`src/csw_regs.vh`:
```
// constants for the device status word carried in the 48-bit normal reply
// assumes it is included by csw_status_word.v and csw_crc7.v only
//
// What this block does
// - status-query with arg bit 15 clear returns word
// - entries describe the command being answered; bit 23 the one before
// - reserved bits, including 18 and 17, read zero
// - response-detected bits set for current reply
// - execution-detected bits set while command runs
// - state-following bits mirror present card condition
// - previous-command bits clear one command later
// - bit 31 argument arg_bounds_err, clear-by-read
// - bit 30 misaligned address, clear-by-read
// - bit 29 block length or count error
// - bit 28 erase commands out of order
// - bit 27 invalid erase block selection
// - bit 26 write to protected block or card
// - bit 25 follows current lock condition
// - bit 24 lock or unlock sequence failure
// - bit 23 previous command checksum failed
// - bit 22 command illegal in current state
// - bit 21 internal correction failed
// - bit 20 controller error, bit 19 general error
// - bit 16 specific-data overwrite attempt or mismatch
// - bit 15 erase skipped protected blocks
// - word sits in reply bits 39 to 8

`ifndef CSW_REGS_VH
`define CSW_REGS_VH

// status word bit positions
`define CSW_B_ARG_BOUNDS 31
`define CSW_B_ADDR_MISALIGN 30
`define CSW_B_BLK_SIZE 29
`define CSW_B_ERASE_ORDER 28
`define CSW_B_ERASE_SELECTION 27
`define CSW_B_PROTECTED_WRITE 26
`define CSW_B_LOCKED 25
`define CSW_B_LOCK_FAIL 24
`define CSW_B_CMD_CHECKSUM 23
`define CSW_B_CMD_NOT_ALLOWED 22
`define CSW_B_ECC_FAIL 21
`define CSW_B_CONTROLLER_INTERNAL 20
`define CSW_B_GENERAL 19
`define CSW_B_SPEC_DATA_OVERWRITE 16
`define CSW_B_ERASE_SKIP 15

// bits held in the local flag register and cleared once reported
`define CSW_STORED_MASK 32'hfdf9_8000
// lower status bits supplied from outside
`define CSW_LOW_BITS 15
`define CSW_LOW_PAD 17'h0_0000

// frame layout and timing
`define CSW_FRAME_LAST 6'h2f
`define CSW_FRAME_END 6'h30
`define CSW_CRC_SPAN 6'h28
`define CSW_REPLY_HEAD 2'h0
`define CSW_STATUS_QUERY 6'h0d
`define CSW_TASK_SEL 15
`define CSW_NCR 2'h2
`define CSW_EVAL_CYC 3'h4
`define CSW_CRC_POLY 7'h09

`endif

```
`src/csw_status_word.v`:
```
// device status word: flag register, command receiver and normal reply sender
// assumes card_clk and cmd_in come from the host side, the rest from card logic on clk
`timescale 1ns/1ps
`include "csw_regs.vh"

module csw_status_word (
    // clock and reset
    input wire clk,
    input wire rst,
    // card command bus
    input wire card_clk,
    input wire cmd_in,
    output wire cmd_out,
    output wire cmd_oe,
    // accepted command towards card logic
    output wire cmd_valid,
    output wire [5:0] cmd_index,
    output wire [31:0] cmd_arg,
    // error events from card logic, one-cycle pulses
    input wire arg_bounds_err_set,
    input wire addr_misalign_err_set,
    input wire blk_size_err_set,
    input wire erase_order_err_set,
    input wire erase_selection_err_set,
    input wire protected_write_err_set,
    input wire lock_fail_err_set,
    input wire cmd_not_allowed_err_set,
    input wire ecc_fail_err_set,
    input wire controller_internal_err_set,
    input wire general_err_set,
    input wire spec_data_overwrite_err_set,
    input wire erase_skip_err_set,
    // present card condition
    input wire locked_flag,
    input wire [`CSW_LOW_BITS-1:0] lower_status,
    // last word sent
    output wire [31:0] device_status_word
);

    localparam ST_IDLE = 3'h0;
    localparam ST_RECV = 3'h1;
    localparam ST_CHECK = 3'h2;
    localparam ST_EVAL = 3'h3;
    localparam ST_GAP = 3'h4;
    localparam ST_SEND = 3'h5;

    // synchronisers for the bus pins
    reg clk_s1_q;
    reg clk_s2_q;
    reg clk_s3_q;
    reg cmd_s1_q;
    reg cmd_s2_q;

    always @(posedge clk) begin
        if (rst) begin
            clk_s1_q <= 1'b0;
            clk_s2_q <= 1'b0;
            clk_s3_q <= 1'b0;
            cmd_s1_q <= 1'b1;
            cmd_s2_q <= 1'b1;
        end else begin
            clk_s1_q <= card_clk;
            clk_s2_q <= clk_s1_q;
            clk_s3_q <= clk_s2_q;
            cmd_s1_q <= cmd_in;
            cmd_s2_q <= cmd_s1_q;
        end
    end

    // host changes the line on falling edges, we sample on rising ones
    wire bus_rise = clk_s2_q & ~clk_s3_q;
    wire bus_fall = ~clk_s2_q & clk_s3_q;

    // state and datapath registers
    reg [2:0] state_q;
    reg [2:0] state_d;
    reg [5:0] bit_cnt_q;
    reg [5:0] bit_cnt_d;
    reg [46:0] rx_sh_q;
    reg [46:0] rx_sh_d;
    reg [39:0] tx_sh_q;
    reg [39:0] tx_sh_d;
    reg [2:0] wait_q;
    reg [2:0] wait_d;
    reg [1:0] gap_q;
    reg [1:0] gap_d;
    reg cmd_out_q;
    reg cmd_out_d;
    reg cmd_oe_q;
    reg cmd_oe_d;
    reg cmd_valid_q;
    reg cmd_valid_d;
    reg [5:0] cmd_index_q;
    reg [5:0] cmd_index_d;
    reg [31:0] cmd_arg_q;
    reg [31:0] cmd_arg_d;
    reg [31:0] status_q;
    reg [31:0] status_d;
    reg [31:0] flag_q;
    reg [31:0] flag_d;
    reg snap;
    reg crc_fail;
    reg [31:0] ev;

    wire [6:0] rx_crc;
    wire [6:0] tx_crc;

    // checksum over the first 40 bits of each frame
    csw_crc7 u_rx_crc (
        .clk(clk),
        .rst(rst),
        .clr(state_q == ST_IDLE),
        .en((state_q == ST_RECV) && bus_rise && (bit_cnt_q < `CSW_CRC_SPAN)),
        .din(cmd_s2_q),
        .crc(rx_crc)
    );

    csw_crc7 u_tx_crc (
        .clk(clk),
        .rst(rst),
        .clr(state_q != ST_SEND),
        .en((state_q == ST_SEND) && bus_fall && (bit_cnt_q < `CSW_CRC_SPAN)),
        .din(tx_sh_q[39]),
        .crc(tx_crc)
    );

    wire frame_ok = rx_sh_q[46] & rx_sh_q[0];
    wire crc_ok = (rx_crc == rx_sh_q[7:1]);
    wire task_query = (rx_sh_q[45:40] == `CSW_STATUS_QUERY) && rx_sh_q[8 + `CSW_TASK_SEL];

    // word as it would be sent now
    wire [31:0] word = (flag_q & `CSW_STORED_MASK)
        | ({31'h0, locked_flag} << `CSW_B_LOCKED)
        | {`CSW_LOW_PAD, lower_status};

    // events from card logic and from the receiver
    always @* begin
        ev = 32'h0;
        ev[`CSW_B_ARG_BOUNDS] = arg_bounds_err_set;
        ev[`CSW_B_ADDR_MISALIGN] = addr_misalign_err_set;
        ev[`CSW_B_BLK_SIZE] = blk_size_err_set;
        ev[`CSW_B_ERASE_ORDER] = erase_order_err_set;
        ev[`CSW_B_ERASE_SELECTION] = erase_selection_err_set;
        ev[`CSW_B_PROTECTED_WRITE] = protected_write_err_set;
        ev[`CSW_B_LOCK_FAIL] = lock_fail_err_set;
        ev[`CSW_B_CMD_CHECKSUM] = crc_fail;
        ev[`CSW_B_CMD_NOT_ALLOWED] = cmd_not_allowed_err_set;
        ev[`CSW_B_ECC_FAIL] = ecc_fail_err_set;
        ev[`CSW_B_CONTROLLER_INTERNAL] = controller_internal_err_set;
        ev[`CSW_B_GENERAL] = general_err_set;
        ev[`CSW_B_SPEC_DATA_OVERWRITE] = spec_data_overwrite_err_set;
        ev[`CSW_B_ERASE_SKIP] = erase_skip_err_set;
    end

    // sticky flags; an event in the clearing cycle survives
    always @* begin
        if (snap) begin
            flag_d = (flag_q & ~`CSW_STORED_MASK) | ev;
        end else begin
            flag_d = flag_q | ev;
        end
    end

    // frame sequencer
    always @* begin
        state_d = state_q;
        bit_cnt_d = bit_cnt_q;
        rx_sh_d = rx_sh_q;
        tx_sh_d = tx_sh_q;
        wait_d = wait_q;
        gap_d = gap_q;
        cmd_out_d = cmd_out_q;
        cmd_oe_d = cmd_oe_q;
        cmd_valid_d = 1'b0;
        cmd_index_d = cmd_index_q;
        cmd_arg_d = cmd_arg_q;
        status_d = status_q;
        snap = 1'b0;
        crc_fail = 1'b0;
        case (state_q)
            ST_IDLE: begin
                bit_cnt_d = 6'h01;
                if (bus_rise && !cmd_s2_q) begin
                    state_d = ST_RECV;
                end
            end
            ST_RECV: begin
                if (bus_rise) begin
                    rx_sh_d = {rx_sh_q[45:0], cmd_s2_q};
                    bit_cnt_d = bit_cnt_q + 6'h01;
                    if (bit_cnt_q == `CSW_FRAME_LAST) begin
                        state_d = ST_CHECK;
                    end
                end
            end
            ST_CHECK: begin
                state_d = ST_IDLE;
                if (frame_ok && crc_ok) begin
                    cmd_valid_d = 1'b1;
                    cmd_index_d = rx_sh_q[45:40];
                    cmd_arg_d = rx_sh_q[39:8];
                    wait_d = 3'h0;
                    // task status is served elsewhere
                    if (!task_query) begin
                        state_d = ST_EVAL;
                    end
                end else if (frame_ok) begin
                    // no reply now; shown with the next good command that gets a reply
                    crc_fail = 1'b1;
                end
            end
            ST_EVAL: begin
                // give card logic time to flag errors of this command
                wait_d = wait_q + 3'h1;
                if (wait_q == `CSW_EVAL_CYC - 3'h1) begin
                    snap = 1'b1;
                    status_d = word;
                    tx_sh_d = {`CSW_REPLY_HEAD, cmd_index_q, word};
                    gap_d = 2'h0;
                    bit_cnt_d = 6'h00;
                    state_d = ST_GAP;
                end
            end
            ST_GAP: begin
                if (bus_rise) begin
                    gap_d = gap_q + 2'h1;
                    if (gap_q == `CSW_NCR - 2'h1) begin
                        state_d = ST_SEND;
                    end
                end
            end
            ST_SEND: begin
                if (bus_fall) begin
                    bit_cnt_d = bit_cnt_q + 6'h01;
                    cmd_oe_d = 1'b1;
                    if (bit_cnt_q == `CSW_FRAME_END) begin
                        cmd_oe_d = 1'b0;
                        cmd_out_d = 1'b1;
                        bit_cnt_d = 6'h01;
                        state_d = ST_IDLE;
                    end else if (bit_cnt_q == `CSW_CRC_SPAN) begin
                        // checksum then end bit follow the word
                        cmd_out_d = tx_crc[6];
                        tx_sh_d = {tx_crc[5:0], 1'b1, 33'h0};
                    end else begin
                        cmd_out_d = tx_sh_q[39];
                        tx_sh_d = {tx_sh_q[38:0], 1'b0};
                    end
                end
            end
            default: begin
                state_d = ST_IDLE;
            end
        endcase
    end

    always @(posedge clk) begin
        if (rst) begin
            state_q <= ST_IDLE;
            bit_cnt_q <= 6'h01;
            rx_sh_q <= 47'h0;
            tx_sh_q <= 40'h0;
            wait_q <= 3'h0;
            gap_q <= 2'h0;
            cmd_out_q <= 1'b1;
            cmd_oe_q <= 1'b0;
            cmd_valid_q <= 1'b0;
            cmd_index_q <= 6'h00;
            cmd_arg_q <= 32'h0;
            status_q <= 32'h0;
            flag_q <= 32'h0;
        end else begin
            state_q <= state_d;
            bit_cnt_q <= bit_cnt_d;
            rx_sh_q <= rx_sh_d;
            tx_sh_q <= tx_sh_d;
            wait_q <= wait_d;
            gap_q <= gap_d;
            cmd_out_q <= cmd_out_d;
            cmd_oe_q <= cmd_oe_d;
            cmd_valid_q <= cmd_valid_d;
            cmd_index_q <= cmd_index_d;
            cmd_arg_q <= cmd_arg_d;
            status_q <= status_d;
            flag_q <= flag_d;
        end
    end

    assign cmd_out = cmd_out_q;
    assign cmd_oe = cmd_oe_q;
    assign cmd_valid = cmd_valid_q;
    assign cmd_index = cmd_index_q;
    assign cmd_arg = cmd_arg_q;
    assign device_status_word = status_q;

endmodule

```
`src/csw_crc7.v`:
```
// seven-bit checksum accumulator, one bit per enable
// assumes clr and en come from logic on the same clock
`timescale 1ns/1ps
`include "csw_regs.vh"

module csw_crc7 (
    // clock and reset
    input wire clk,
    input wire rst,
    // control
    input wire clr,
    input wire en,
    input wire din,
    // result
    output wire [6:0] crc
);

    reg [6:0] crc_q;
    wire fb = din ^ crc_q[6];

    always @(posedge clk) begin
        if (rst || clr) begin
            crc_q <= 7'h00;
        end else if (en) begin
            crc_q <= {crc_q[5:0], 1'b0} ^ (fb ? `CSW_CRC_POLY : 7'h00);
        end
    end

    assign crc = crc_q;

endmodule

```
`config.mk`:
```
export PLATFORM = sky130hd
export DESIGN_NAME = csw_status_word
export DESIGN_NICKNAME = d
export VERILOG_FILES = /design/src/csw_status_word.v /design/src/csw_crc7.v
export VERILOG_INCLUDE_DIRS = /design/src
export SDC_FILE = /design/constraint.sdc
export NUM_CORES = 1
export LEC_CHECK = 0
export BUFFER_PORTS_ARGS = -buffer_cell sky130_fd_sc_hd__buf_2
export CAP_MARGIN = 20
export CORE_AREA = 10 10 175 177
export DETAILED_ROUTE_END_ITERATION = 16
export DIE_AREA = 0 0 185 187
export HOLD_SLACK_MARGIN = 0.15
export SLEW_MARGIN = 20
export SYNTH_ARGS = -nofsm -noshare
export SYNTH_HDL_FRONTEND = slang
export SYNTH_SLANG_ARGS = --single-unit
export TNS_END_PERCENT = 50
```
`constraint.sdc`:
```
create_clock -name clk -period 5.1 [get_ports clk]
set_input_delay 0.765 -clock clk [delete_from_list [all_inputs] [get_ports clk]]
set_output_delay 0.765 -clock clk [all_outputs]
set_load 0.02 [all_outputs]
```
# Word level (Yosys, flattened, before mapping)

Index checks and enable logic that the tools add are counted.

Add/sub/neg operators: 3
Order comparisons: 1
Equality and inequality tests: 23
Multiplexer cells: 38
Bitwise gates (word level): 14
Reduce and logical (&&, ||, !) cells: 25

Operator list:

| kind                  | count |
|---|---|
| $mux W40              | 4 |
| $pmux W40 S2          | 1 |
| $mux W32              | 1 |
| $or A26 B32 Y32       | 1 |
| $or A32 B15 Y32       | 1 |
| $or A32 B26 Y32       | 1 |
| $or A32 B32 Y32       | 1 |
| $mux W3               | 9 |
| $mux W6               | 4 |
| $pmux W6 S4           | 1 |
| $eq A6 B6 Y1 const B  | 3 |
| $pmux W3 S6           | 1 |
| $ne A2 B2 Y1 const B  | 8 |
| $xor A7 B7 Y7         | 2 |
| $reduce_and A2 Y1     | 5 |
| $eq A3 B2 Y1 const B  | 3 |
| $mux W1               | 9 |
| $mux W2               | 4 |
| $mux W4               | 2 |
| $reduce_and A4 Y1     | 2 |
| $reduce_and A8 Y1     | 1 |
| $eq A7 B7 Y1          | 1 |
| $logic_and A1 B1 Y1   | 7 |
| $add A6 B1 Y6 const B | 1 |
| 21 further kinds      | 31 |

Bits in registers: 225
Input port bits: 33
Logic and storage cells: 124

# Logic depth before layout (Yosys ltp)

Depth after elaboration: 6
Mapped depth: 10
Depth with buffers taken out: 7

# By module

A second synthesis with hierarchy kept.

Cells, all modules: 945
Area total of the unflattened synthesis: 8,219.1 µm²

By module, submodules not included:

| module          | instances | cells an instance | area an instance (µm²) | sequential area each (µm²) |
|---|---|---|---|---|
| csw_status_word | 1         | 889               | 7,666.1                | 3,823.7 |
| csw_crc7        | 2         | 28                | 276.5                  | 140.1 |

# Worst setup path before layout

OpenSTA, ideal clock, no wires.

Kind: register to register
Start point: register bit_cnt_q[0]
End point: register tx_sh_q[37]
Setup time: 70 ps
Data arrival time: 1,826 ps
Setup slack: 3,203 ps
Stages on the path, launching flop included: 10
Clock period less this slack: 1,897 ps
Cells stage by stage: dfxtp_1 > inv_1 > ha_1 > nand3b_1 > or3b_1 > clkbuf_1 > buf_2 > mux2i_1 > a211o_1 > a21oi_1

Cells in the longest elaborated chain, start to end: 5

Ends and longest elaborated chain:

| element                       | RTL line              | text |
|---|---|---|
| from (decl)                   | csw_status_word.v:77  | `reg [5:0] bit_cnt_q;` |
| from (signal assigned)        | csw_status_word.v:274 | `bit_cnt_q <= bit_cnt_d;` |
| $eq A6 B6 Y1 (no source line) | --                    |  |
| $mux W40                      | csw_status_word.v:241 | `` end else if (bit_cnt_q == `CSW_CRC_SPAN) begin `` |
| $mux W40                      | csw_status_word.v:236 | `` if (bit_cnt_q == `CSW_FRAME_END) begin `` |
| $mux W40                      | csw_status_word.v:233 | `if (bus_fall) begin` |
| $pmux W40 S2                  | csw_status_word.v:180 | `case (state_q)` |
| to (signal assigned)          | csw_status_word.v:276 | `tx_sh_q <= tx_sh_d;` |
| to (decl)                     | csw_status_word.v:81  | `reg [39:0] tx_sh_q;` |

Parallel ways exist; a longest one is shown, timed or not. The select of a mux whose other input is x is not followed.
A chain may end at the register's enable or synchronous reset.

# Worst setup path in the final report

Start point: register state_q[2]
End point: register tx_sh_q[3]

Cells in the longest elaborated chain, start to end: 3

Ends and longest elaborated chain:

| element                                                                    | RTL line              | text |
|---|---|---|
| from (decl)                                                                | csw_status_word.v:75  | `reg [2:0] state_q;` |
| from (signal assigned)                                                     | csw_status_word.v:273 | `state_q <= state_d;` |
| $eq A3 B3 Y1 / $eq A3 B2 Y1 (equally long branches)                        | csw_status_word.v:180 |  |
| $ne A2 B2 Y1 (no source line) / $reduce_bool A2 Y1 (equally long branches) | --                    |  |
| $reduce_and A4 Y1 (no source line)                                         | --                    |  |

Parallel ways exist; a longest one is shown, timed or not.

==> summary.md <==
| Metric | Value |
|---|---|
| Resized Gates After CTS | 0 |
| Worst-Margin Slew | 0.922 ns |
| Period minus WS final | 3.13 ns |
| Post-route ant nets | 0 |
| TritonCTS Sinks | 205 |
| CTS tree | done |
| CP Capture Type | flip-flop |
| Setup TNS | 0 ns |
| Largest area contributor in the netlist | dfxtp_1 |
| Max Fclk | 0.319 GHz |
| Static leakage | 0.00353 µW |
| Ports | 106 |
| CP Data Required Time | 5.49 ns |
| IR Drop Worst-Case VDD | 218 µV |
| CP startpoint kind | flip-flop |
| Core area | 27,300 µm² |
| CP Launch Point | state_q[2] |
| H-tree Lvls | 1 |
| Critical path peak fanout | 40 |
| Vias in the first global route | 6,049 |
| Layout area overhead | 18.9% |
| Syn Std Cell Area | 8020 µm² |
| Status | completed |
| CTS clk-pin slew, worst paths | 0.06 ns |
| Synth top area share | 51.2% |
| Yosys reg bits | 205 |
| Number of flops mapped to enable cells by yosys | 0 |
| Footprint of the multi-input gates | 3580 µm² |
| Normalized max-slew margin | 38.4% |
| First-pass GRT wire length | 31,100 µm |
| Final-stage net count | 1,058 |
| Overflow after GRT | 0 |
| DRT iter0 DRCs | 452 |
| I/O Buffers | 103 |
| Die Area | 34,600 µm² |
| CTS Buffer Depth | 3 |
| Largest net degree at the start of global routing | 114 |
| Initial antenna violation count | 2 |
| Synth async-reset ratio | 0% |
| RSZ-0062 raised after global routing | no |
| Hold Crit Depth | 1 |
| Reg area | 4100 µm² |
| WL/cell | 13.7 µm |
| Total of max-cap violations | 0 |
| # rows | 61 |
| Reg-to-Reg Start | state_q[2] |
| Final setup viols | 0 |
| Fillers | 2,868 |
| Routed vias/inst | 4.74 |
| R2R Path End | tx_sh_q[3] |
| Post-CTS Setup Inserts | 0 |
| R2R setup slack | 1.97 ns |
| Hold WC Path Type | reg -> reg |
| Pwr dens | 350 nW/µm² |
| Mapped Cells | 956 |
| Vias | 6,554 |
| Commonest cells after routing, fill and taps aside | 231 x nand2_1, 205 x dfxtp_1, 125 x a21oi_1, 102 x buf_2, 94 x nor2_1 |
| Crit path kind | reg -> reg |
| CTS hold repair buffers | 0 |
| Final Cycle Share | 61.4% |
| Final Hold Fails | 0 |
| Most common cell after layout, fill and taps aside | nand2_1 |
| Worst EP arrival | 3.52 ns |
| Width of the die | 185 µm |
| Setup Skew | 0.00886 ns |
| Syn avg cell area | 8.39 µm² |
| Final Util | 34.9% |
| Top FF cell, synth | dfxtp_1 |
| Slew Limit Fails | 0 |
| Remaining DRCs | 0 |
| Post-DP HPWL | 12,100 µm |
| GRT Overall Usage | 10.4% |
| Initial Util | 29.3% |
| Hold wc startpoint | cmd_s1_q |
| Seq/Total Area, Yosys | 51.2% |
| Clk_lat worst skew | 0.49 ns |
| CTS root buf | clkbuf_16 |
| Synth cell types | 56 |
| DRT Wirelength | 18,900 µm |
| CTS buffer count | 22 |
| Reg2reg path depth | 6 |
| Gpl congestion | 0.799 |
| Die H | 187 µm |
| Synth top area cells | dfxtp_1 51%, nand2_1 11%, a21oi_1 7.8% |
| Layout cells sized above 1 | 16.3% |
| Hold EP | cmd_s2_q |
| Yosys warns | 0 |
| Drt pass-1 iters | 4 |
layer usage:
layer  global-route usage (%)  share of wire (%)  wire length (µm)  vias to the layer above
met5                        0              0.037                 7                        -
met4                     2.22                1.8               346                        2
met3                     3.01                6.8              1280                       28
met2                     15.7                 43              8170                      138
met1                     14.3                 48              9100                     3012
li1                         -                  -                 -                     3374
final cells by class:
class / instances / share of cell area, %
multi-input combinational: 670 / 37.6
antenna: 1 / 0.0262
tap: 346 / 4.54
inverter: 9 / 0.354
sequential: 205 / 43.0
clock inverter: 7 / 0.919
timing repair buffer: 112 / 6.39
clock buffer: 33 / 7.17
critical path, cell delays in order, from the launching register on:
cell      delay (ns)
dfxtp_1         0.75
nand3b_4        0.44
mux2i_1         0.38
a21boi_4        0.58
buf_4           0.45
nor2_1          0.08
a311oi_1        0.30
power by group:
part | leakage [µW] | internal, µW | switching [µW]
clock network | 0.000381 | 1030 | 628
registers | 0.00166 | 1610 | 7.78
logic | 0.00149 | 19.6 | 42.1
cells in the mapped netlist (2+ instances only):
cell type / number
mux2i_1: 40
o21ai_0: 9
a311oi_1: 33
nand3_1: 49
or3_1: 3
nand3b_1: 2
a211o_1: 4
or3b_1: 3
nand2_1: 231
a31oi_1: 4
xnor2_1: 4
nand2b_1: 3
xor2_1: 7
buf_2: 11
nor2_1: 95
buf_1: 3
a31o_2: 3
clkbuf_1: 51
o21ai_2: 2
a21oi_1: 125
a22oi_1: 2
nor2b_1: 6
dfxtp_1: 205
nand4_1: 3
buf_4: 7
inv_1: 9
ha_1: 5
and3_1: 3
a21o_1: 3
nor3_1: 3
or2_2: 3
sequential cells by signal, summed over array words and instances, names as in the netlist, 2 cells and up:
| signal | cells |
|---|---|
| state_q | 3 |
| cmd_index | 6 |
| flag_q | 14 |
| cmd_arg | 32 |
| tx_sh_q | 40 |
| u_tx_crc.crc | 7 |
| device_status_word | 30 |
| bit_cnt_q | 6 |
| u_rx_crc.crc | 7 |
| gap_q | 2 |
| wait_q | 3 |
| rx_sh_q | 47 |
cell families (layout without fill, tap and decap cells):
family / count (synthesis) / in the layout / synth area share (%)
AOI/OAI and AO/OA: 197 / 197 / 15.2
buffers and inverters: 82 / 161 / 4.43
DFF: 205 / 205 / 51.2
and+or+nand+nor: 414 / 414 / 22.1
muxes: 41 / 41 / 5.13
other: 1 / 3 / 0.0468
xor gates and xnor gates: 11 / 11 / 1.20
adders and majority gates: 5 / 5 / 0.780
worst max path at each step:
stage	end	slack, ns	depth (start not counted)
after floorplan	tx_sh_q[37]	3.20	9
after CTS	tx_sh_q[3]	1.96	6
after detailed placement	tx_sh_q[3]	2.01	6
final	tx_sh_q[3]	1.97	6
after global routing	tx_sh_q[12]	1.55	6
after global placement	tx_sh_q[7]	2.17	6
metrics by stage:
stage	cell area [µm²]	cells	setup slack, ns	power (µW)	hold slack (ns)
after floorplan	8020	957	3.20	1690	0.389
after global placement	8730	1341	2.17	1720	0.399
after detailed placement	8730	1341	2.01	1720	0.401
after CTS	9500	1381	1.96	3380	0.413
after global routing	9530	1382	1.55	3460	0.430
final	9530	1383	1.97	3330	0.413
Note: power is estimated with default switching activity, not from simulation.
